===== config.mk =====
export PLATFORM = sky130hd
export DESIGN_NAME = cfg_bar_regs
export DESIGN_NICKNAME = d
export VERILOG_FILES = /design/src/cfg_bar_pkg.sv /design/src/cfg_bar_regs.sv /design/src/window_decode.sv
export VERILOG_INCLUDE_DIRS = /design/src
export SDC_FILE = /design/constraint.sdc
export NUM_CORES = 1
export LEC_CHECK = 0
export CORE_AREA = 2 2 85 87
export DETAILED_ROUTE_END_ITERATION = 8
export DIE_AREA = 0 0 87 89
export DONT_BUFFER_PORTS = 1
export HOLD_SLACK_MARGIN = 0.03
export PLACE_DENSITY = 0.73
export RECOVER_POWER = 100
export SETUP_SLACK_MARGIN = 0.15
export SYNTH_ARGS = -nofsm -noshare
export SYNTH_HDL_FRONTEND = slang
export SYNTH_SLANG_ARGS = --single-unit

===== constraint.sdc =====
create_clock -name clk -period 4.7 [get_ports clk]
set_input_delay 1.175 -clock clk [delete_from_list [all_inputs] [get_ports clk]]
set_output_delay 1.175 -clock clk [all_outputs]
set_load 0.01 [all_outputs]

===== src/cfg_bar_consts.svh =====
// Offsets, field positions, fixed values and reset values of the upper
// configuration header. Definitions only; included by the design files.
`ifndef CFG_BAR_CONSTS_SVH
`define CFG_BAR_CONSTS_SVH

`define OFS_BASE          8'h10
`define OFS_RSVD_FIRST    8'h14
`define OFS_RSVD_LAST     8'h38
`define OFS_LAT_GNT_INT   8'h3c
`define BASE_HI_MSB       31
`define BASE_HI_LSB       20
`define BASE_HI_WIDTH     12
`define BASE_RESET        12'h000
`define MAX_LAT_VALUE     8'h0f
`define MIN_GNT_VALUE     8'h00
`define INT_PIN_VALUE     8'h01
`define INT_LINE_RESET    8'h00
`define MEM_ENABLE_BIT    1

`endif


===== src/cfg_bar_pkg.sv =====
// Types shared by the configuration header block.
// Assumes the consts header is included wherever numbers are needed.
package cfg_bar_pkg;

    typedef enum logic [1:0] {
        CYC_IDLE   = 2'b00,
        CYC_CLAIM  = 2'b01,
        CYC_ACCESS = 2'b10
    } cyc_state_type;

endpackage : cfg_bar_pkg


===== src/cfg_bar_regs.sv =====
// Upper configuration header: memory base register, reserved dwords,
// latency/grant/interrupt dword, and memory window claim.
// Assumes a configuration port and a memory cycle port synchronous to clk;
// memory space enable comes from the command register elsewhere.
// Function
// - Claim memory cycle when address 31:20 matches nonzero base and space enabled.
// - Never claim while programmed base upper bits are all zero.
// - Unimplemented window locations read zero; writes complete with no effect.
// - Base bits 19:4 read zero, fixed 1 MB window only.
// - Base bit 3 reads zero, not prefetchable.
// - Base bits 2:1 read zero, anywhere in 32-bit space.
// - Base bit 0 reads zero, memory space base.
// - Base bits 31:20 writable, reset to zero.
// - Maximum latency byte at 3Ch reads constant 0Fh.
// - Minimum grant byte at 3Ch reads zero.
// - Interrupt pin byte at 3Ch reads 01h.
// - Interrupt line byte writable, resets zero, software writes routing.
// - Memory decode only while command bit 1 is set.
`timescale 1ns/100ps
`include "cfg_bar_consts.svh"

module cfg_bar_regs
    import cfg_bar_pkg::*;
(
    input  wire logic        clk,
    input  wire logic        reset_n,
    // Configuration access port
    input  wire logic        cfg_req,
    input  wire logic        cfg_write,
    input  wire logic [7:0]  cfg_addr,
    input  wire logic [3:0]  cfg_byte_en,
    input  wire logic [31:0] cfg_wdata,
    output logic             cfg_ack,
    output logic [31:0]      cfg_rdata,
    // Memory cycle port
    input  wire logic [15:0] command_reg,
    input  wire logic        mem_req,
    input  wire logic        mem_write,
    input  wire logic [31:0] mem_addr,
    input  wire logic [31:0] local_rdata,
    output logic             devsel_n,
    output logic             mem_ack,
    output logic [31:0]      mem_rdata,
    output logic             local_sel,
    output logic [19:0]      local_offset,
    output logic             local_write
);

    // Assemble the base register read value
    function automatic logic [31:0] base_word(input logic [11:0] hi);
        base_word = {hi, 20'h00000};
    endfunction : base_word

    // Merge byte-enabled data into a byte
    function automatic logic [7:0] merge_byte(input logic [7:0] old_v,
                                              input logic [7:0] new_v,
                                              input logic       en);
        merge_byte = en ? new_v : old_v;
    endfunction : merge_byte

    // Dword offset of the memory base register
    function automatic logic is_base_offset(input logic [7:0] addr);
        is_base_offset = (addr == `OFS_BASE);
    endfunction : is_base_offset

    // Dword offset of the latency, grant and routing dword
    function automatic logic is_routing_offset(input logic [7:0] addr);
        is_routing_offset = (addr == `OFS_LAT_GNT_INT);
    endfunction : is_routing_offset

    // Reserved dwords; unaligned offsets there read zero as well
    function automatic logic is_reserved_offset(input logic [7:0] addr);
        is_reserved_offset = (addr >= `OFS_RSVD_FIRST) && (addr <= `OFS_RSVD_LAST);
    endfunction : is_reserved_offset

    // Read value of the routing dword: three fixed bytes and the line byte
    function automatic logic [31:0] routing_word(input logic [7:0] line);
        routing_word = {`MAX_LAT_VALUE, `MIN_GNT_VALUE, `INT_PIN_VALUE, line};
    endfunction : routing_word

    // Next stored base bits; lane 2 carries only bits 23:20
    function automatic logic [11:0] base_merge(input logic [11:0] old_v,
                                               input logic [31:0] data,
                                               input logic [3:0]  be);
        logic [11:0] v;
        v[11:4]    = merge_byte(old_v[11:4], data[31:24], be[3]);
        v[3:0]     = be[2] ? data[23:20] : old_v[3:0];
        base_merge = v;
    endfunction : base_merge

    // Data phase word: writes answer zero, reads pass the local word
    function automatic logic [31:0] local_word(input logic        was_write,
                                               input logic [31:0] word);
        local_word = was_write ? 32'h00000000 : word;
    endfunction : local_word

    // Offset inside the 1 MB window
    function automatic logic [19:0] window_offset(input logic [31:0] addr);
        window_offset = addr[19:0];
    endfunction : window_offset

    // Header storage
    logic [11:0]   base_hi_q;
    logic [11:0]   base_hi_d;
    logic [7:0]    int_line_q;
    logic [7:0]    int_line_d;

    // Configuration answer
    logic          cfg_take;
    logic          cfg_ack_q;
    logic          cfg_ack_d;
    logic [31:0]   cfg_rdata_q;
    logic [31:0]   cfg_rdata_d;

    // Claim sequencer
    logic          claim_now;
    cyc_state_type state_q;
    cyc_state_type state_d;
    logic          devsel_n_q;
    logic          devsel_n_d;
    logic          mem_ack_q;
    logic          mem_ack_d;

    // Local side and data phase
    logic [31:0]   mem_rdata_q;
    logic [31:0]   mem_rdata_d;
    logic          local_sel_q;
    logic          local_sel_d;
    logic [19:0]   local_offset_q;
    logic [19:0]   local_offset_d;
    logic          local_write_q;
    logic          local_write_d;
    logic          cycle_write_q;
    logic          cycle_write_d;
    logic          window_hit;

    window_decode u_decode (
        .mem_addr   (mem_addr),
        .base_hi    (base_hi_q),
        .mem_enable (command_reg[`MEM_ENABLE_BIT]),
        .hit        (window_hit)
    );

    // A request is taken when no acknowledge is standing
    assign cfg_take = cfg_req && !cfg_ack_q;

    // Writable bits of the header; everything else ignores writes
    always_comb begin
        base_hi_d  = base_hi_q;
        int_line_d = int_line_q;
        if (cfg_take && cfg_write) begin
            if (is_base_offset(cfg_addr)) begin
                // Only bits 31:20 are stored
                base_hi_d = base_merge(base_hi_q, cfg_wdata, cfg_byte_en);
            end else if (is_routing_offset(cfg_addr)) begin
                int_line_d = merge_byte(int_line_q, cfg_wdata[7:0],
                                        cfg_byte_en[0]);
            end else if (is_reserved_offset(cfg_addr)) begin
                // Reserved dwords hold no state
                int_line_d = int_line_q;
            end
        end
    end

    // Header storage registers
    always_ff @(posedge clk) begin
        if (!reset_n) begin
            base_hi_q  <= `BASE_RESET;
            int_line_q <= `INT_LINE_RESET;
        end else begin
            base_hi_q  <= base_hi_d;
            int_line_q <= int_line_d;
        end
    end

    // Answer: one-cycle acknowledge, read data held until the next read
    always_comb begin
        cfg_ack_d   = cfg_take;
        cfg_rdata_d = cfg_rdata_q;
        if (cfg_take && !cfg_write) begin
            if (is_base_offset(cfg_addr)) begin
                cfg_rdata_d = base_word(base_hi_q);
            end else if (is_routing_offset(cfg_addr)) begin
                cfg_rdata_d = routing_word(int_line_q);
            end else if (is_reserved_offset(cfg_addr)) begin
                cfg_rdata_d = 32'h00000000;
            end else begin
                // Offsets outside this block read zero as well
                cfg_rdata_d = 32'h00000000;
            end
        end
    end

    // Answer registers
    always_ff @(posedge clk) begin
        if (!reset_n) begin
            cfg_ack_q   <= 1'b0;
            cfg_rdata_q <= 32'h00000000;
        end else begin
            cfg_ack_q   <= cfg_ack_d;
            cfg_rdata_q <= cfg_rdata_d;
        end
    end

    // Claim starts in idle on a window hit with a request standing
    assign claim_now = (state_q == CYC_IDLE) && mem_req && window_hit;

    // Claim sequencer: devsel low for the claim and the data phase
    always_comb begin
        state_d    = state_q;
        devsel_n_d = devsel_n_q;
        mem_ack_d  = 1'b0;
        case (state_q)
            CYC_IDLE: begin
                devsel_n_d = 1'b1;
                if (claim_now) begin
                    state_d    = CYC_CLAIM;
                    devsel_n_d = 1'b0;
                end
            end
            CYC_CLAIM: begin
                // Data phase: acknowledge at the next edge
                state_d   = CYC_ACCESS;
                mem_ack_d = 1'b1;
            end
            CYC_ACCESS: begin
                // Turnaround: release the claim
                state_d    = CYC_IDLE;
                devsel_n_d = 1'b1;
            end
            default: begin
                state_d    = CYC_IDLE;
                devsel_n_d = 1'b1;
            end
        endcase
    end

    // Sequencer registers
    always_ff @(posedge clk) begin
        if (!reset_n) begin
            state_q    <= CYC_IDLE;
            devsel_n_q <= 1'b1;
            mem_ack_q  <= 1'b0;
        end else begin
            state_q    <= state_d;
            devsel_n_q <= devsel_n_d;
            mem_ack_q  <= mem_ack_d;
        end
    end

    // Local side: strobe and offset at claim, data captured for the ack
    always_comb begin
        local_sel_d    = claim_now;
        local_offset_d = local_offset_q;
        local_write_d  = 1'b0;
        cycle_write_d  = cycle_write_q;
        mem_rdata_d    = mem_rdata_q;
        if (claim_now) begin
            // Capture address and direction at the claim edge
            local_offset_d = window_offset(mem_addr);
            local_write_d  = mem_write;
            cycle_write_d  = mem_write;
        end
        if (state_q == CYC_CLAIM) begin
            // Unbacked locations come back zero from the local side
            mem_rdata_d = local_word(cycle_write_q, local_rdata);
        end
    end

    // Local side registers
    always_ff @(posedge clk) begin
        if (!reset_n) begin
            mem_rdata_q    <= 32'h00000000;
            local_sel_q    <= 1'b0;
            local_offset_q <= 20'h00000;
            local_write_q  <= 1'b0;
            cycle_write_q  <= 1'b0;
        end else begin
            mem_rdata_q    <= mem_rdata_d;
            local_sel_q    <= local_sel_d;
            local_offset_q <= local_offset_d;
            local_write_q  <= local_write_d;
            cycle_write_q  <= cycle_write_d;
        end
    end

    // Configuration port outputs, straight from flip-flops
    assign cfg_ack      = cfg_ack_q;
    assign cfg_rdata    = cfg_rdata_q;

    // Claim and data phase outputs
    assign devsel_n     = devsel_n_q;
    assign mem_ack      = mem_ack_q;
    assign mem_rdata    = mem_rdata_q;

    // Local side outputs
    assign local_sel    = local_sel_q;
    assign local_offset = local_offset_q;
    assign local_write  = local_write_q;

endmodule : cfg_bar_regs


===== src/window_decode.sv =====
// Memory window decoder for the 1 MB window.
// Assumes address and enables are synchronous to clk; purely combinational.
`timescale 1ns/100ps
`include "cfg_bar_consts.svh"

module window_decode (
    input  wire logic [31:0] mem_addr,
    input  wire logic [11:0] base_hi,
    input  wire logic        mem_enable,
    output logic             hit
);

    // Match upper bits, nonzero base, space enabled
    always_comb begin
        hit = (mem_addr[`BASE_HI_MSB:`BASE_HI_LSB] == base_hi)
              && (base_hi != `BASE_RESET)
              && mem_enable;
    end

endmodule : window_decode

[Word-level counts from Yosys, hierarchy flattened]
Cells that the tools add are included.
Storage, ports and cells
  input bits: 130
  bits in read-only memories: 0
  memories: 0
  word-level logic and storage cells: 42
  output and inout port bits: 89
  bits in latches: 0
  bits in registers: 112
  bits in writable memories: 0
Operators by class
  add/sub/neg operators: 0
  multiply operators: 0
  reduce and logical (&&, ||, !) cells: 15
  bitwise operators: 1
  mux-type cells: 8
  divide/modulo/power cells: 0
  magnitude comparators: 0
  shift-type cells: 0
  eq/ne operators: 5
Operator list (number)
  32-bit two-way mux: 2
  28-bit two-way mux: 1
  12-bit == test: 1
  12-bit nonzero test: 1
  8-bit by 5-bit == test with 1-bit output (second input constant): 1
  8-bit by 6-bit == test with 1-bit output (second input constant): 1
  1-bit logical AND: 7
  3-bit AND reduction: 2
  2-bit one-hot mux with 2 select lines: 1
  4-bit AND reduction: 1
  2-bit by 1-bit == test with 1-bit output (second input constant): 1
  1-bit zero test: 2
  2-bit zero test: 1
  1-bit two-way mux: 2
  2-bit two-way mux: 1
  2-bit != test (second input constant): 1
  1-bit one-hot mux with 2 select lines: 1
  2-bit AND reduction: 1
  1-bit NOT: 1

[Depth between registers and ports, before layout]
  depth in word-level cells: 6
  mapped depth: 7
  gate-level depth less buffers: 5

[Hierarchy]
From an unflattened synthesis, not the netlist that was laid out.
Second synthesis, totals
  cell total of the unflattened synthesis: 375
  area, all modules: 3873.7 sq um
By module, submodules not included
  cfg_bar_regs: sequential area each 2021.9 sq um, cells each 355, times used 1, area each 3711.1 sq um
  window_decode: sequential area each 0.0 sq um, cells each 20, times used 1, area each 162.7 sq um

[Worst setup path after synthesis]
Ideal clock, no wire load.
  path type: input to register
  start point: input port cfg_req
  end point: register base_hi_q[10]
  buffers on the path: 0
  stages: 5
  slack: 2.378 ns
  required time: 4.572 ns
  data arrival time: 2.195 ns
  setup time: 0.128 ns
  cells stage by stage: nor2b_1 > and2_1 > nand4_1 > mux2i_1 > nor2_1
Between the ends
  word-level cells in the longest chain between the ends: 3
RTL lines
  start: declaration: RTL line cfg_bar_regs.sv:28  | input wire logic cfg_req,
  1-bit logical AND: RTL line cfg_bar_regs.sv:145  | assign cfg_take = cfg_req && !cfg_ack_q;
  1-bit logical AND: RTL line cfg_bar_regs.sv:151  | if (cfg_take && cfg_write) begin
  3-bit AND reduction (no line)
  end signal: assignment: RTL line cfg_bar_regs.sv:168  | base_hi_q <= `BASE_RESET;
  end signal: assignment: RTL line cfg_bar_regs.sv:171  | base_hi_q <= base_hi_d;
  end: declaration: RTL line cfg_bar_regs.sv:103  | logic [11:0] base_hi_q;
No other way between the ends.
A chain may end at the register's enable or synchronous reset.

==> results <==
- The combinational family with the most area after synthesis is compound AO/OA/AOI/OAI gates.
- Counting the buffers created by CTS gives 9.
- After clock tree synthesis, the flow added hold-fix buffers numbering 0.
- The share of the synthesized area in compound gates (AO/OA/AOI/OAI) is 17.6%.
- From bottom edge to top edge, the die measures between 80 and 90 um.
- For this run, the detailed router's first-pass iteration total came to 5.
- The number of top-level pins is approximately 220.
- The number of violations of the max-capacitance limit is 1.
- The flip-flop and latch count after synthesis is around 100.
- The total grt overflow is 0.
- The root buffer selected by CTS is sky130_fd_sc_hd__clkbuf_8.
- Dividing the detail-routed via count by the number of cells gives about 6.
- The HPWL after detailed placement is approximately 6.1 mm.
- IR analysis of the VDD net gives a maximum drop of roughly 0.19 mV.
- In this run the worst path has a maximum fanout of 63.
- The H-tree depth is 3.
- Summing every instance area after synthesis gives approximately 3700 sq um.
- At the worst endpoint, the required time is about 5000 ps.
- Timing would allow up to roughly 290 MHz.
- The slew at the pin closest to its max-slew limit is roughly 1900 ps.
- The clock transition at the register clock pins on the worst setup and hold paths after CTS is about 90 ps.
- Once placement finished, the instance area stood at between 3000 and 4000 sq um.
- The share of cell area taken by muxes after synthesis is around 5.4%.
- After Yosys synthesis, XOR and XNOR cells account for ~2.8% of the synthesized area.
- The final clock period utilization by the worst path is 72.6%.
- The fraction of final layout cells with drive strength greater than 1 is under 10%.
- The endpoint arrival time on the critical path is 3700 ps.
- The number of failing setup endpoints in the final timing report is 0.
- STA classifies the critical path startpoint as an input pin.
- Global routing used 20.3% of the available tracks across all layers.
- From left edge to right edge, the die measures between 80 and 90 um.
- The final antenna diode count is 0.
- The hold violation count in the final report is 0.
- The detail route stage leaves a number of antenna-violating nets equal to 0.
- The quantity of gates resized following cts is 0.
- The post-synthesis simple-gate area fraction is between 10% and 20%.
- The clock latency of the later-clocked register in the worst-skew pair is ~350 ps.
- Setup repair after global routing left no endpoint under its margin.
- The post-synthesis share of cell area spent on full adders, half adders and majority gates is 0%.
- Counting every instance in the synthesized netlist gives 373.
- From synthesis to final layout, the design area changed by 3.27%.
- The critical path is of the in2reg type.
- After routing the design area is 3840 sq um.
- The most common cell after layout, fill and taps aside is sky130_fd_sc_hd__dfxtp_1.
- In this run the static leakage power is approximately 1.5 nW.
- For this run, the number of Yosys warnings is 0.
- The final reports fail on max-capacitance violations, max-slew violations.
- The quantity of I/O buffers inserted on ports is 0.
- The via count of the first global-routing pass is between 2000 and 2500.
- TritonCTS built the clock tree.
- In the routed design, unresolved DRC markers number 0.
- For this configuration, the core starts out at a cell density of 55.3%.
- The top cell types in the final layout, fill and taps aside, are 101 x sky130_fd_sc_hd__dfxtp_1, 43 x sky130_fd_sc_hd__nor2_1, 32 x sky130_fd_sc_hd__a22o_1, 30 x sky130_fd_sc_hd__a21oi_1, 24 x sky130_fd_sc_hd__nand3_1.
- Sequential cells were found to cover a little over half of the synthesized design area.
- In the final timing run, aggregate negative setup slack is 0 ps.
- In this run the tightest slew margin relative to its limit is -24.5%.
- The time the final worst path needs with I/O delays and setup is 3410 ps.
- The routed length per instance is 19.1 um.
- The congestion estimate from routability-driven global placement came to 0.791.
- Wires add up to between 8 and 9 mm.
- The initialized floorplan defines 30 standard-cell rows.
- On the final layout, the worst clock skew is between 10 and 15 ps.
- The die covers 7740 sq um.
- No sink is reached through more buffers than the 2 on the longest clock path.
- The power per standard cell area is 370 nW/um^2.
- The tightest min-delay check is of the reg2reg type.
- The number of vias after detailed routing is around 2700.
- The number of pins exceeding their max-slew limit in the final report is 64.
- The final layout contains approximately 490 nets.
- Entering global routing, the biggest net connects 64 pins.
- The number of buffers inserted by post-CTS setup repair is 0.
- The floorplan step defined a core boundary enclosing 6720 sq um.
- The run finished, with violations left.
- The global-route wire length before repair is about 12 mm.
- The number of antenna violations at the first check in global routing came to 0.
- The post-synthesis area per instance is approximately 10 sq um.
- Counting distinct cell types in the post-synthesis netlist gives 34.
- For this design, the sink count on the clock tree is a little over 100.
- The endpoint type of the worst setup path is a register.
- The initial detailed-routing violation count is approximately 130.
-- registers in the layout, summed over array words and instances (netlist names), 2 cells and up --
name          cells
local_offset     20
base_hi_q        12
cfg_rdata        21
state_q           2
int_line_q        8
mem_rdata        32
-- critical path, stage by stage --
cell	delay, ps
sky130_fd_sc_hd__inv_1	710
sky130_fd_sc_hd__or2_2	660
sky130_fd_sc_hd__nor2_2	900
sky130_fd_sc_hd__a22o_1	240
-- cells by family after synthesis --
| group | after synthesis |
|---|---|
| other | 1 |
| AOI/OAI and AO/OA | 99 |
| muxes | 20 |
| xor gates and xnor gates | 12 |
| buffers and inverters | 40 |
| DFF | 101 |
| and+or+nand+nor | 100 |
-- power breakdown --
| part | internal, mW | switching (mW) | total (mW) |
|---|---|---|---|
| clock | 0.248 | 0.286 | 0.533 |
| sequential | 0.855 | 0.000801 | 0.856 |
| combinational | 0.00671 | 0.0252 | 0.0319 |
-- metal layers --
metal / share of wire (%) / track usage (%) / wire length, um / up-vias
met5: 0 / 0 / 0 / -
met4: 2.5 / 8.38 / 208 / 0
met3: 11 / 8.40 / 899 / 19
met2: 47 / 31.9 / 3980 / 161
met1: 40 / 24.7 / 3400 / 1273
li1: - / - / - / 1270
-- synth_stat cells --
master / count / area share, %
sky130_fd_sc_hd__dfxtp_1: 101 / 54
sky130_fd_sc_hd__nor2_1: 44 / 4.4
sky130_fd_sc_hd__a22o_1: 32 / 7.5
sky130_fd_sc_hd__a21oi_1: 30 / 4.0
sky130_fd_sc_hd__nand3_1: 24 / 3.2
sky130_fd_sc_hd__o21ai_0: 21 / 2.8
sky130_fd_sc_hd__mux2i_1: 20 / 5.4
sky130_fd_sc_hd__a22oi_1: 16 / 3.2
sky130_fd_sc_hd__clkbuf_1: 16 / 1.6
sky130_fd_sc_hd__buf_4: 12 / 2.4
sky130_fd_sc_hd__xnor2_1: 8 / 1.9
sky130_fd_sc_hd__buf_2: 5 / 0.67
sky130_fd_sc_hd__nand2_1: 5 / 0.51
sky130_fd_sc_hd__and2_1: 4 / 0.67
sky130_fd_sc_hd__nand4_1: 4 / 0.67
sky130_fd_sc_hd__xor2_1: 4 / 0.94
sky130_fd_sc_hd__buf_6: 3 / 0.91
sky130_fd_sc_hd__nor4_1: 3 / 0.51
sky130_fd_sc_hd__and3_1: 2 / 0.34
sky130_fd_sc_hd__inv_1: 2 / 0.20
sky130_fd_sc_hd__nand2b_1: 2 / 0.34
sky130_fd_sc_hd__nor3_1: 2 / 0.27
sky130_fd_sc_hd__or2_2: 2 / 0.34
sky130_fd_sc_hd__and3_2: 1 / 0.20
sky130_fd_sc_hd__and3b_1: 1 / 0.24
sky130_fd_sc_hd__and4b_1: 1 / 0.27
sky130_fd_sc_hd__clkbuf_4: 1 / 0.20
sky130_fd_sc_hd__conb_1: 1 / 0.10
sky130_fd_sc_hd__inv_2: 1 / 0.10
sky130_fd_sc_hd__nand3_2: 1 / 0.27
sky130_fd_sc_hd__nand4b_1: 1 / 0.24
sky130_fd_sc_hd__nor2b_1: 1 / 0.17
sky130_fd_sc_hd__nor3_4: 1 / 0.44
sky130_fd_sc_hd__nor4_2: 1 / 0.34
-- layout make-up --
cell class | instances | area [sq um]
fillers | 592 | 2880
flip-flops and latches | 101 | 2020
multi-input cells | 242 | 1500
inverters | 3 | 11.3
repair buffers | 2 | 11.3
well taps | 80 | 100
clock buffers | 11 | 131
clock inverters | 5 | 61.3
-- final timing paths --
path	from	endpoint	slack, ps	cells past startpoint
hold reg to reg	cycle_write_q	cycle_write_q	490	2
setup reg to reg	base_hi_q[5]	local_offset[16]	2200	5
setup / recovery	reset_n	mem_rdata[7]	1290	4
hold / removal	cycle_write_q	cycle_write_q	490	2
-- through the flow --
stage	power (mW)	instances	setup slack, ps	util (%)	hold slack, ps
after floorplan	0.911	383	2380	-	454
after global placement	0.908	428	1530	54.4	472
after detailed placement	0.909	428	1450	54.4	480
after CTS	1.43	444	1830	57.2	495
after global routing	1.47	444	1050	57.1	526
final	1.42	444	1290	57.1	494
Power figures use the tool's default switching activity.
